### src/pmc_regs.svh
/*
 power mode control: register offsets, field positions, reset values, timing counts.
 assumes inclusion by bare name from the warm-up divider and the mode controller.
*/
`ifndef PMC_REGS_SVH
`define PMC_REGS_SVH
`define PMC_STOP_CTRL_OFF 8'h38
`define PMC_IDLE_CTRL_OFF 8'h39
`define PMC_STOP_BIT 7
`define PMC_STOP_RELEASE_METHOD_BIT 6
`define PMC_HOLD_BIT 4
`define PMC_WUT_HI 3
`define PMC_WUT_LO 2
`define PMC_XEN_BIT 7
`define PMC_IDLE_BIT 4
`define PMC_TGH_BIT 2
`define PMC_STOP_CTRL_RST 8'h00
`define PMC_IDLE_CTRL_RST 8'h80
`define PMC_WU_CODE00 18'h2FFFF
`define PMC_WU_CODE01 18'h0FFFF
`define PMC_WU_CODE10 18'h0BFFF
`define PMC_WU_CODE11 18'h03FFF
`endif

### src/pmc_pkg.sv
/*
 power mode control: types shared by the design files.
 assumes nothing beyond a SystemVerilog compiler.
*/
package pmc_pkg;
    typedef enum logic [2:0] {PMC_RUN, PMC_HALT, PMC_GATED, PMC_STOP, PMC_WARM} pmc_mode_t;
    typedef logic [17:0] pmc_cnt_t;
endpackage : pmc_pkg

### src/pmc_warm_if.sv
/*
 power mode control: carrier between mode controller and warm-up divider.
 assumes one clock domain.
*/
`timescale 1ns/1ps
`default_nettype none
interface pmc_warm_if;
    import pmc_pkg::*;
    logic start;
    logic [1:0] sel;
    logic done;
    modport ctrl (output start, output sel, input done);
    modport div (input start, input sel, output done);
endinterface : pmc_warm_if
`default_nettype wire

### src/pmc_warmup.sv
/*
 power mode control: warm-up divider counting fc cycles.
 assumes start is a pulse; done pulses once the selected count is reached.
*/
`timescale 1ns/1ps
`default_nettype none
`include "pmc_regs.svh"
module pmc_warmup (
    input wire logic mclk,
    input wire logic rst_n,
    pmc_warm_if.div wi
);
    import pmc_pkg::*;
    pmc_cnt_t cnt_ff;
    pmc_cnt_t nxt_cnt;
    pmc_cnt_t limit;
    logic run_ff;
    logic nxt_run;
    logic done_ff;
    logic hit;
    // =========================================
    // warm-up count
    // selected warm-up length
    assign limit = (wi.sel == 2'h0) ? `PMC_WU_CODE00 :
                   (wi.sel == 2'h1) ? `PMC_WU_CODE01 :
                   (wi.sel == 2'h2) ? `PMC_WU_CODE10 : `PMC_WU_CODE11;
    assign hit = run_ff && (cnt_ff == limit);
    assign nxt_cnt = wi.start ? 18'h00000 : (run_ff ? cnt_ff + 18'h00001 : cnt_ff);
    assign nxt_run = wi.start | (run_ff & ~hit);
    assign wi.done = done_ff;
    always_ff @(posedge mclk) begin
        if (!rst_n) begin
            cnt_ff <= 18'h00000;
            run_ff <= 1'b0;
            done_ff <= 1'b0;
        end else begin
            cnt_ff <= nxt_cnt;
            run_ff <= nxt_run;
            done_ff <= hit & ~wi.start;
        end
    end
endmodule : pmc_warmup
`default_nettype wire

### src/pmc_edge.sv
/*
 power mode control: falling edge detector for the time-base source clock.
 assumes the input is already synchronous to mclk.
*/
`timescale 1ns/1ps
`default_nettype none
module pmc_edge (
    input wire logic mclk,
    input wire logic rst_n,
    input wire logic sig,
    output logic fall
);
    logic prev_ff;
    assign fall = prev_ff & ~sig;
    always_ff @(posedge mclk) begin
        if (!rst_n) begin
            prev_ff <= 1'b0;
        end else begin
            prev_ff <= sig;
        end
    end
endmodule : pmc_edge
`default_nettype wire

### src/pmc_ctrl.sv
/*
 power mode control: two control registers and the mode sequencer.
 assumes a single-cycle register port, synchronous pins, and rst_n from the reset pin.
*/
// The strobed register port was chosen for this implementation.
`timescale 1ns/1ps
`default_nettype none
`include "pmc_regs.svh"
module pmc_ctrl (
    input wire logic mclk,
    input wire logic rst_n,
    input wire logic [7:0] addr,
    input wire logic [7:0] wdata,
    input wire logic wr,
    input wire logic rd,
    output logic [7:0] rdata,
    input wire logic stop_pin_in,
    input wire logic tb_src_clk,
    input wire logic irq_pending,
    output logic osc_on,
    output logic cpu_run,
    output logic wdt_run,
    output logic periph_clk_en,
    output logic port_out_en,
    output logic port_in_zero,
    output logic stop_pin_oe,
    output logic sw_reset_req,
    output pmc_pkg::pmc_mode_t mode
);
    import pmc_pkg::*;
    // =========================================
    // registers and decode
    logic [7:0] stop_ctl_ff;
    logic [7:0] idle_ctl_ff;
    pmc_mode_t mode_ff;
    pmc_mode_t nxt_mode;
    logic [7:0] rdata_ff;
    logic [7:0] nxt_rdata;
    logic stop_pin_d_ff;
    logic tb_fall;
    logic wr_stop, wr_idle, rd_stop, rd_idle;
    logic stop_req, idle_req, gate_req;
    logic rel_edge, rel_level, stop_release;
    logic halt_exit, gated_exit;
    logic hold_sel, osc_off_req;
    logic osc_ff, cpu_ff, wdt_ff, pclk_ff, pout_ff, pin0_ff, spoe_ff, srst_ff;
    pmc_warm_if wif ();

    assign wr_stop = wr && (addr == `PMC_STOP_CTRL_OFF);
    assign wr_idle = wr && (addr == `PMC_IDLE_CTRL_OFF);
    assign rd_stop = rd && (addr == `PMC_STOP_CTRL_OFF);
    assign rd_idle = rd && (addr == `PMC_IDLE_CTRL_OFF);
    assign stop_req = wr_stop && wdata[`PMC_STOP_BIT] && (mode_ff == PMC_RUN);
    assign idle_req = wr_idle && wdata[`PMC_IDLE_BIT] && (mode_ff == PMC_RUN);
    assign gate_req = wr_idle && wdata[`PMC_TGH_BIT] && !wdata[`PMC_IDLE_BIT]
                      && (mode_ff == PMC_RUN);
    assign rel_edge = stop_pin_in && !stop_pin_d_ff;
    assign rel_level = stop_pin_in;
    assign stop_release = stop_ctl_ff[`PMC_STOP_RELEASE_METHOD_BIT] ? rel_level : rel_edge;
    assign halt_exit = (mode_ff == PMC_HALT) && irq_pending;
    assign gated_exit = (mode_ff == PMC_GATED) && tb_fall;
    // undefined low bits read as zero
    assign nxt_rdata = rd_stop ? {stop_ctl_ff[7:2], 2'h0} :
                       rd_idle ? {idle_ctl_ff[7:4], 1'b0, idle_ctl_ff[2], 2'h0} : 8'h00;
    assign wif.sel = stop_ctl_ff[`PMC_WUT_HI:`PMC_WUT_LO];
    // hold bit as it stands after this edge
    // the stop write may change it, so entry must not use the old copy
    assign hold_sel = wr_stop ? wdata[`PMC_HOLD_BIT] : stop_ctl_ff[`PMC_HOLD_BIT];
    // oscillator enable cleared by a write
    assign osc_off_req = wr_idle && !wdata[`PMC_XEN_BIT];
    // level release with pin high warms at once
    assign wif.start = (mode_ff == PMC_STOP && stop_release)
                       || (stop_req && wdata[`PMC_STOP_RELEASE_METHOD_BIT] && stop_pin_in);

    pmc_warmup u_warm (
        .mclk(mclk),
        .rst_n(rst_n),
        .wi(wif)
    );
    // edge taken from time-base clock, already synchronous to mclk
    pmc_edge u_tb (
        .mclk(mclk),
        .rst_n(rst_n),
        .sig(tb_src_clk),
        .fall(tb_fall)
    );

    // =========================================
    // mode sequencer
    always_comb begin
        nxt_mode = mode_ff;
        unique case (mode_ff)
            PMC_RUN: begin
                if (stop_req) begin
                    // release method rides on the same write as the stop bit
                    nxt_mode = (wdata[`PMC_STOP_RELEASE_METHOD_BIT] && stop_pin_in) ? PMC_WARM : PMC_STOP;
                end else if (idle_req) begin
                    nxt_mode = PMC_HALT;
                end else if (gate_req) begin
                    nxt_mode = PMC_GATED;
                end
            end
            PMC_HALT: if (halt_exit) nxt_mode = PMC_RUN;
            PMC_GATED: if (gated_exit) nxt_mode = PMC_RUN;
            PMC_STOP: if (stop_release) nxt_mode = PMC_WARM;
            PMC_WARM: if (wif.done) nxt_mode = PMC_RUN;
            default: nxt_mode = PMC_RUN;
        endcase
    end

    // =========================================
    // register file
    always_ff @(posedge mclk) begin
        if (!rst_n) begin
            stop_ctl_ff <= `PMC_STOP_CTRL_RST;
            idle_ctl_ff <= `PMC_IDLE_CTRL_RST;
            mode_ff <= PMC_RUN;
            rdata_ff <= 8'h00;
            stop_pin_d_ff <= 1'b0;
        end else begin
            mode_ff <= nxt_mode;
            rdata_ff <= nxt_rdata;
            stop_pin_d_ff <= stop_pin_in;
            if (wr_stop) begin
                stop_ctl_ff <= {wdata[7:6], 1'b0, wdata[4:2], 2'h0};
            end else if (mode_ff == PMC_WARM && wif.done) begin
                stop_ctl_ff[`PMC_STOP_BIT] <= 1'b0;
            end
            if (wr_idle) begin
                // bits 6, 5 stored as zero
                // both set counts as halt only
                idle_ctl_ff <= {wdata[7], 2'h0, wdata[4], 1'b0,
                                wdata[2] & ~wdata[4], 2'h0};
            end else begin
                if (halt_exit) idle_ctl_ff[`PMC_IDLE_BIT] <= 1'b0;
                if (gated_exit) idle_ctl_ff[`PMC_TGH_BIT] <= 1'b0;
            end
        end
    end

    // =========================================
    // registered outputs
    always_ff @(posedge mclk) begin
        if (!rst_n) begin
            osc_ff <= 1'b1;
            cpu_ff <= 1'b1;
            wdt_ff <= 1'b1;
            pclk_ff <= 1'b1;
            pout_ff <= 1'b1;
            pin0_ff <= 1'b0;
            spoe_ff <= 1'b1;
            srst_ff <= 1'b0;
        end else begin
            // also off for the software reset pulse
            osc_ff <= (nxt_mode != PMC_STOP) && !osc_off_req;
            cpu_ff <= (nxt_mode == PMC_RUN);
            wdt_ff <= (nxt_mode == PMC_RUN);
            pclk_ff <= (nxt_mode == PMC_RUN) || (nxt_mode == PMC_HALT);
            pout_ff <= !(nxt_mode == PMC_STOP || nxt_mode == PMC_WARM)
                       || hold_sel;
            pin0_ff <= (nxt_mode == PMC_STOP || nxt_mode == PMC_WARM)
                       && !hold_sel;
            spoe_ff <= !(nxt_mode == PMC_STOP || nxt_mode == PMC_WARM);
            srst_ff <= osc_off_req;
        end
    end

    assign rdata = rdata_ff;
    assign osc_on = osc_ff;
    assign cpu_run = cpu_ff;
    assign wdt_run = wdt_ff;
    assign periph_clk_en = pclk_ff;
    assign port_out_en = pout_ff;
    assign port_in_zero = pin0_ff;
    assign stop_pin_oe = spoe_ff;
    assign sw_reset_req = srst_ff;
    assign mode = mode_ff;

    // =========================================
    // assertions
    // idle clears on release
    idle_clear_a: assert property (@(posedge mclk) disable iff (!rst_n)
        halt_exit && !wr_idle |=> !idle_ctl_ff[`PMC_IDLE_BIT]) else $error("idle bit kept");
    gate_clear_a: assert property (@(posedge mclk) disable iff (!rst_n)
        gated_exit && !wr_idle |=> !idle_ctl_ff[`PMC_TGH_BIT]) else $error("gate bit kept");
    stop_osc_a: assert property (@(posedge mclk) disable iff (!rst_n)
        stop_req && !stop_pin_in |=> mode_ff == PMC_STOP ##1 !osc_on) else $error("osc on");
    stop_pin_a: assert property (@(posedge mclk) disable iff (!rst_n)
        mode_ff == PMC_STOP |-> ##1 !stop_pin_oe || mode_ff != PMC_STOP) else $error("pin driven");
    level_skip_a: assert property (@(posedge mclk) disable iff (!rst_n)
        stop_req && wdata[`PMC_STOP_RELEASE_METHOD_BIT] && stop_pin_in |=> mode_ff == PMC_WARM)
        else $error("stop entered with pin high");
    warm_hold_a: assert property (@(posedge mclk) disable iff (!rst_n)
        mode_ff == PMC_WARM && $past(mode_ff) == PMC_WARM |-> !cpu_run) else $error("cpu ran");
    read_low_a: assert property (@(posedge mclk) disable iff (!rst_n)
        rd_stop |=> rdata[1:0] == 2'h0) else $error("low bits");
    osc_reset_a: assert property (@(posedge mclk) disable iff (!rst_n)
        wr_idle && !wdata[`PMC_XEN_BIT] |=> sw_reset_req && !osc_on) else $error("no reset");
    gated_end_a: assert property (@(posedge mclk) disable iff (!rst_n)
        gated_exit |=> mode_ff == PMC_RUN ##1 periph_clk_en) else $error("gating held");
    stop_cov_c: cover property (@(posedge mclk) mode_ff == PMC_STOP ##[1:50] mode_ff == PMC_WARM);
    halt_cov_c: cover property (@(posedge mclk) halt_exit);
    gate_cov_c: cover property (@(posedge mclk) gated_exit);
    stop_halt_a: assert property (@(posedge mclk) disable iff (!rst_n)
        mode_ff == PMC_STOP |-> !osc_on && !cpu_run && !periph_clk_en)
        else $error("stop not halting");
    hold_keep_a: assert property (@(posedge mclk) disable iff (!rst_n)
        (mode_ff == PMC_STOP || mode_ff == PMC_WARM) && stop_ctl_ff[`PMC_HOLD_BIT]
        |-> port_out_en && !port_in_zero) else $error("ports floated");
    float_zero_a: assert property (@(posedge mclk) disable iff (!rst_n)
        (mode_ff == PMC_STOP || mode_ff == PMC_WARM) && !stop_ctl_ff[`PMC_HOLD_BIT]
        |-> !port_out_en && port_in_zero) else $error("inputs not zeroed");
    halt_run_a: assert property (@(posedge mclk) disable iff (!rst_n)
        mode_ff == PMC_HALT |-> !cpu_run && !wdt_run && periph_clk_en)
        else $error("halt outputs");
    gated_clk_a: assert property (@(posedge mclk) disable iff (!rst_n)
        mode_ff == PMC_GATED |-> !periph_clk_en && !cpu_run) else $error("gated outputs");
    halt_wake_a: assert property (@(posedge mclk) disable iff (!rst_n)
        mode_ff == PMC_HALT && irq_pending |=> mode_ff == PMC_RUN ##1 cpu_run)
        else $error("halt held");
    read_idle_a: assert property (@(posedge mclk) disable iff (!rst_n)
        rd_idle |=> rdata[3] == 1'b0 && rdata[1:0] == 2'h0) else $error("idle low bits");
    gate_drop_a: assert property (@(posedge mclk) disable iff (!rst_n)
        wr_idle && wdata[`PMC_IDLE_BIT] |=> !idle_ctl_ff[`PMC_TGH_BIT]) else $error("both set");
    warm_osc_a: assert property (@(posedge mclk) disable iff (!rst_n)
        mode_ff == PMC_WARM |-> osc_on && !stop_pin_oe) else $error("warm-up osc");
    reset_run_a: assert property (@(posedge mclk)
        !rst_n |=> mode_ff == PMC_RUN && cpu_run && osc_on) else $error("reset mode");
    level_skip_c: cover property (@(posedge mclk) stop_req && wdata[`PMC_STOP_RELEASE_METHOD_BIT] && stop_pin_in);
    sw_reset_c: cover property (@(posedge mclk) sw_reset_req);
endmodule : pmc_ctrl
`default_nettype wire

### config.mk
export PLATFORM = sky130hd
export DESIGN_NAME = pmc_ctrl
export DESIGN_NICKNAME = d
export VERILOG_FILES = /design/src/pmc_pkg.sv /design/src/pmc_warm_if.sv /design/src/pmc_warmup.sv /design/src/pmc_edge.sv /design/src/pmc_ctrl.sv
export VERILOG_INCLUDE_DIRS = /design/src
export SDC_FILE = /design/constraint.sdc
export NUM_CORES = 1
export LEC_CHECK = 0
export ABC_AREA = 0
export BUFFER_PORTS_ARGS = -buffer_cell sky130_fd_sc_hd__buf_4
export CORE_MARGIN = 2
export CORE_UTILIZATION = 56
export CTS_BUF_LIST = sky130_fd_sc_hd__clkbuf_2
export DETAILED_ROUTE_END_ITERATION = 8
export HOLD_SLACK_MARGIN = 0.15
export PLACE_DENSITY_LB_ADDON = 0.12
export SYNTH_ARGS = -nofsm -noshare
export SYNTH_HDL_FRONTEND = slang
export SYNTH_SLANG_ARGS = --single-unit
### constraint.sdc
create_clock -name mclk -period 2.1 [get_ports mclk]
set_clock_uncertainty 0.15 [all_clocks]
set_input_delay 0.315 -clock mclk [delete_from_list [all_inputs] [get_ports mclk]]
set_output_delay 0.315 -clock mclk [all_outputs]
set_load 0.01 [all_outputs]
==> metrics.md <==
| Metric | Value |
|---|---|
| GR met2 Demand/Resource | `0.3842` |
| CP max stage cell | `dlygate4sd3_1` |
| EDFF count, synth | `0` |
| Max-slew violation count | `0` |
| Pre-CTS worst setup slack | `between 0.05 and 0.06 ns` |
| Final Total Pwr | `approximately 1400 uW` |
| Placed Instances | `about 290` |
| Warnings, synthesis | `0` |
| Commonest non-fill, non-tap cell in the layout | `dfxtp_1` |
| Gr busiest metal | `met2` |
| CTS Sinks | `45` |
| Final #Nets | `about 290` |
| Post-route DRC | `0` |
| I/O Buffers | `35` |
| Arr. time, crit path | `between 2 and 2.5 ns` |
| Max cap viols | `0` |
| Vias in the first global route | `1594` |
| Synthesized instance count | `214` |
| Part of the cycle the worst path needs | `0.9505` |
| Die ar. | `4021 um^2` |
| Critical-path cell list | `dlygate4sd3_1, buf_4, nor2b_1, nand4_1, buf_4, o21a_1, o22a_1, a21oi_2, or2_1` |
| Iteration-0 DRC count of the detailed router | `92` |
| Predominant post-synthesis flop cell | `dfxtp_1` |
| Worst skew pair latency | `0.41 ns` |
| Total CTS buffers | `5` |
| Antenna violations before repair | `0` |
| # hold bufs at CTS | `13` |
| Maximum vdd drop | `0.4348 mV` |
| Register area share after synthesis | `0.4557` |
| Endpoints failing setup | `0` |
| H-tree level count | `2` |
| Die Y | `63.42 um` |
| CP required | `2.33 ns` |
| #FFs+latches synth | `45` |
| Crit path top cell by count | `buf_4` |
| Post-Route Setup TNS | `0 ns` |
| Mean Syn Cell Area | `9.238 um^2` |
| DP Wirelength | `between 2000 and 3000 um` |
| Most frequent cells in the layout | `45 x dfxtp_1, 42 x buf_4, 33 x nor2_1, 18 x nand2_1` |
| CP endpoint kind | `register` |
| Multiplexer share of the synthesized area | `0.04304` |
| CTS tree | `yes` |
| First-pass GRT wire length | `between 6000 and 7000 um` |
| Largest family of logic cells by synthesized area | `simple AND/OR/NAND/NOR gates` |
| Largest net degree at the start of global routing | `20` |
| Num rows | `21` |
| Synth Area in Adders | `0.006329` |
| Post-synthesis async set-or-reset flop share | `0` |
| Setup WS post-layout | `0.1040 ns` |
| Mapped Area | `slightly below 2000 um^2` |
| Vias/cell | `5.306` |
| Total Routing Usage GR | `0.2166` |
| Worst Path Max Fanout | `11` |
| Initial Utilization | `0.5878` |
| DRT Pass-1 Iters | `4` |
| Crit start category | `primary input` |
| Final ANT Viol Nets | `0` |
| Postcts setup bufs | `0` |
| Vias | `1666` |
| Routed length per instance | `13.01 um` |
| Crit-path max cell delay | `0.54 ns` |
| Compound-Gate Fraction of Synth Area | `0.09114` |
| Status | `completed` |
| Leakage | `around 0.0010 uW` |
| Netlist cell types | `50` |
| Core area | `3363 um^2` |
| PwrDens | `568.8 nW/um^2` |
| Share of layout cells above drive strength 1 | `0.2201` |
| Synth Area in Simple Gates | `0.2892` |
| Gr ovfl total | `0` |
| Xor/xnor cell area share of the yosys netlist | `0.07532` |
| Top-Level Pins | `42` |
| Final Hold Vio Count | `0` |
| Routability Congestion | `0.8895` |
| Post_cts resized | `0` |
| R2R Setup Slk | `around 0.26 ns` |
| Post-route minimum period | `1.996 ns` |
| Crit Path Class | `in -> reg` |
| Deepest clock path buffer count | `2` |
| Worst hold-check path type | `in -> reg` |
| Area grow syn2layout | `25.89%` |
| Finished Layout Cells | `314` |
| Die Wd | `63.42 um` |
| Clk slew on worst S/H paths | `0.21 ns` |
| Diodes inserted | `0` |
| Root Driver | `clkbuf_2` |
| Fmax | `about 500 MHz` |
| M1 GR Usage | `0.2449` |
| RSZ-0062 raised after global routing | `no` |
| Grt met3 use | `0.06071` |
| WL final | `just over 4000 um` |
-- per-stage QoR --
stage                     instance area (um^2)  hold slack [ns]  utilization
final                                     2489           0.1871       0.7400
after global routing                      2489           0.1789       0.7400
after CTS                                 2489           0.1683       0.7400
after detailed placement                  2298           0.3218       0.6834
after global placement                    2298           0.3078       0.6834
after floorplan                           1984           0.2570            -
-- layout make-up --
| type | instances | area, um^2 |
|---|---|---|
| multi-input combinational | 157 | 1010 |
| sequential | 45 | 900.9 |
| fill | 280 | 874.6 |
| timing repair buffer | 55 | 445.4 |
| tap | 46 | 57.56 |
| clock inverter | 2 | 35.03 |
| clock buffer | 5 | 25.02 |
| inverter | 4 | 15.01 |
-- cell usage after synthesis (4+ instances only) --
cell type | number | area [um^2]
a21oi_1 | 6 | 30.03
and2_1 | 4 | 25.02
and3_1 | 5 | 31.28
buf_2 | 5 | 25.02
buf_4 | 4 | 30.03
dfxtp_1 | 45 | 900.9
inv_1 | 4 | 15.01
mux2i_1 | 7 | 70.07
nand2_1 | 18 | 67.56
nand2b_1 | 4 | 25.02
nand3_1 | 8 | 40.04
nand4_1 | 9 | 56.30
nor2_1 | 33 | 123.9
xnor2_1 | 4 | 35.03
xor2_1 | 13 | 113.9
-- flip-flops by register name, indices dropped and copies added (netlist names), 3 cells and up --
signal         count
rdata              5
stop_ctl_ff        5
idle_ctl_ff        3
mode               3
u_warm.cnt_ff     18
-- routing by layer --
metal	wire (um)	share of wire	up-vias
met5	0	0	-
met4	58	0.014	0
met3	163	0.040	8
met2	2112	0.52	34
met1	1750	0.43	789
li1	-	-	835
-- worst max-delay path: cells and delay by family --
| kind | cells | cell delay, ns |
|---|---|---|
| AO/OA/AOI/OAI | 3 | 0.56 |
| buffers and inverters | 3 | 0.89 |
| AND/OR/NAND/NOR | 3 | 0.44 |
-- worst paths after layout --
kind	start	end	cells after the start
worst min-delay path	rd	rdata[2]$_SDFF_PN0_	4
worst min register to register	idle_ctl_ff[2]$_SDFFE_PN0P_	idle_ctl_ff[2]$_SDFFE_PN0P_	2
worst max-delay path	addr[0]	port_out_en$_SDFF_PN1_	9
worst max register to register	mode[2]$_SDFF_PN0_	port_out_en$_SDFF_PN1_	5
-- kinds of logic (layout without fill, tap and decap cells) --
group / count (synthesis) / in the layout
and+or+nand+nor: 104 / 104
DFF: 45 / 45
AOI/OAI and AO/OA: 24 / 24
xor gates and xnor gates: 17 / 17
other: 1 / 3
buffers and inverters: 14 / 66
adders and majority gates: 1 / 1
muxes: 8 / 8
-- power breakdown --
group / internal [uW] / switching [uW] / leakage (uW)
combinational: 53.3 / 44.1 / 0.000607
sequential: 858 / 0.874 / 0.000363
clock: 193 / 266 / 0.0000388
total: 1100 / 311 / 0.00101
Power figures use the tool's default switching activity.
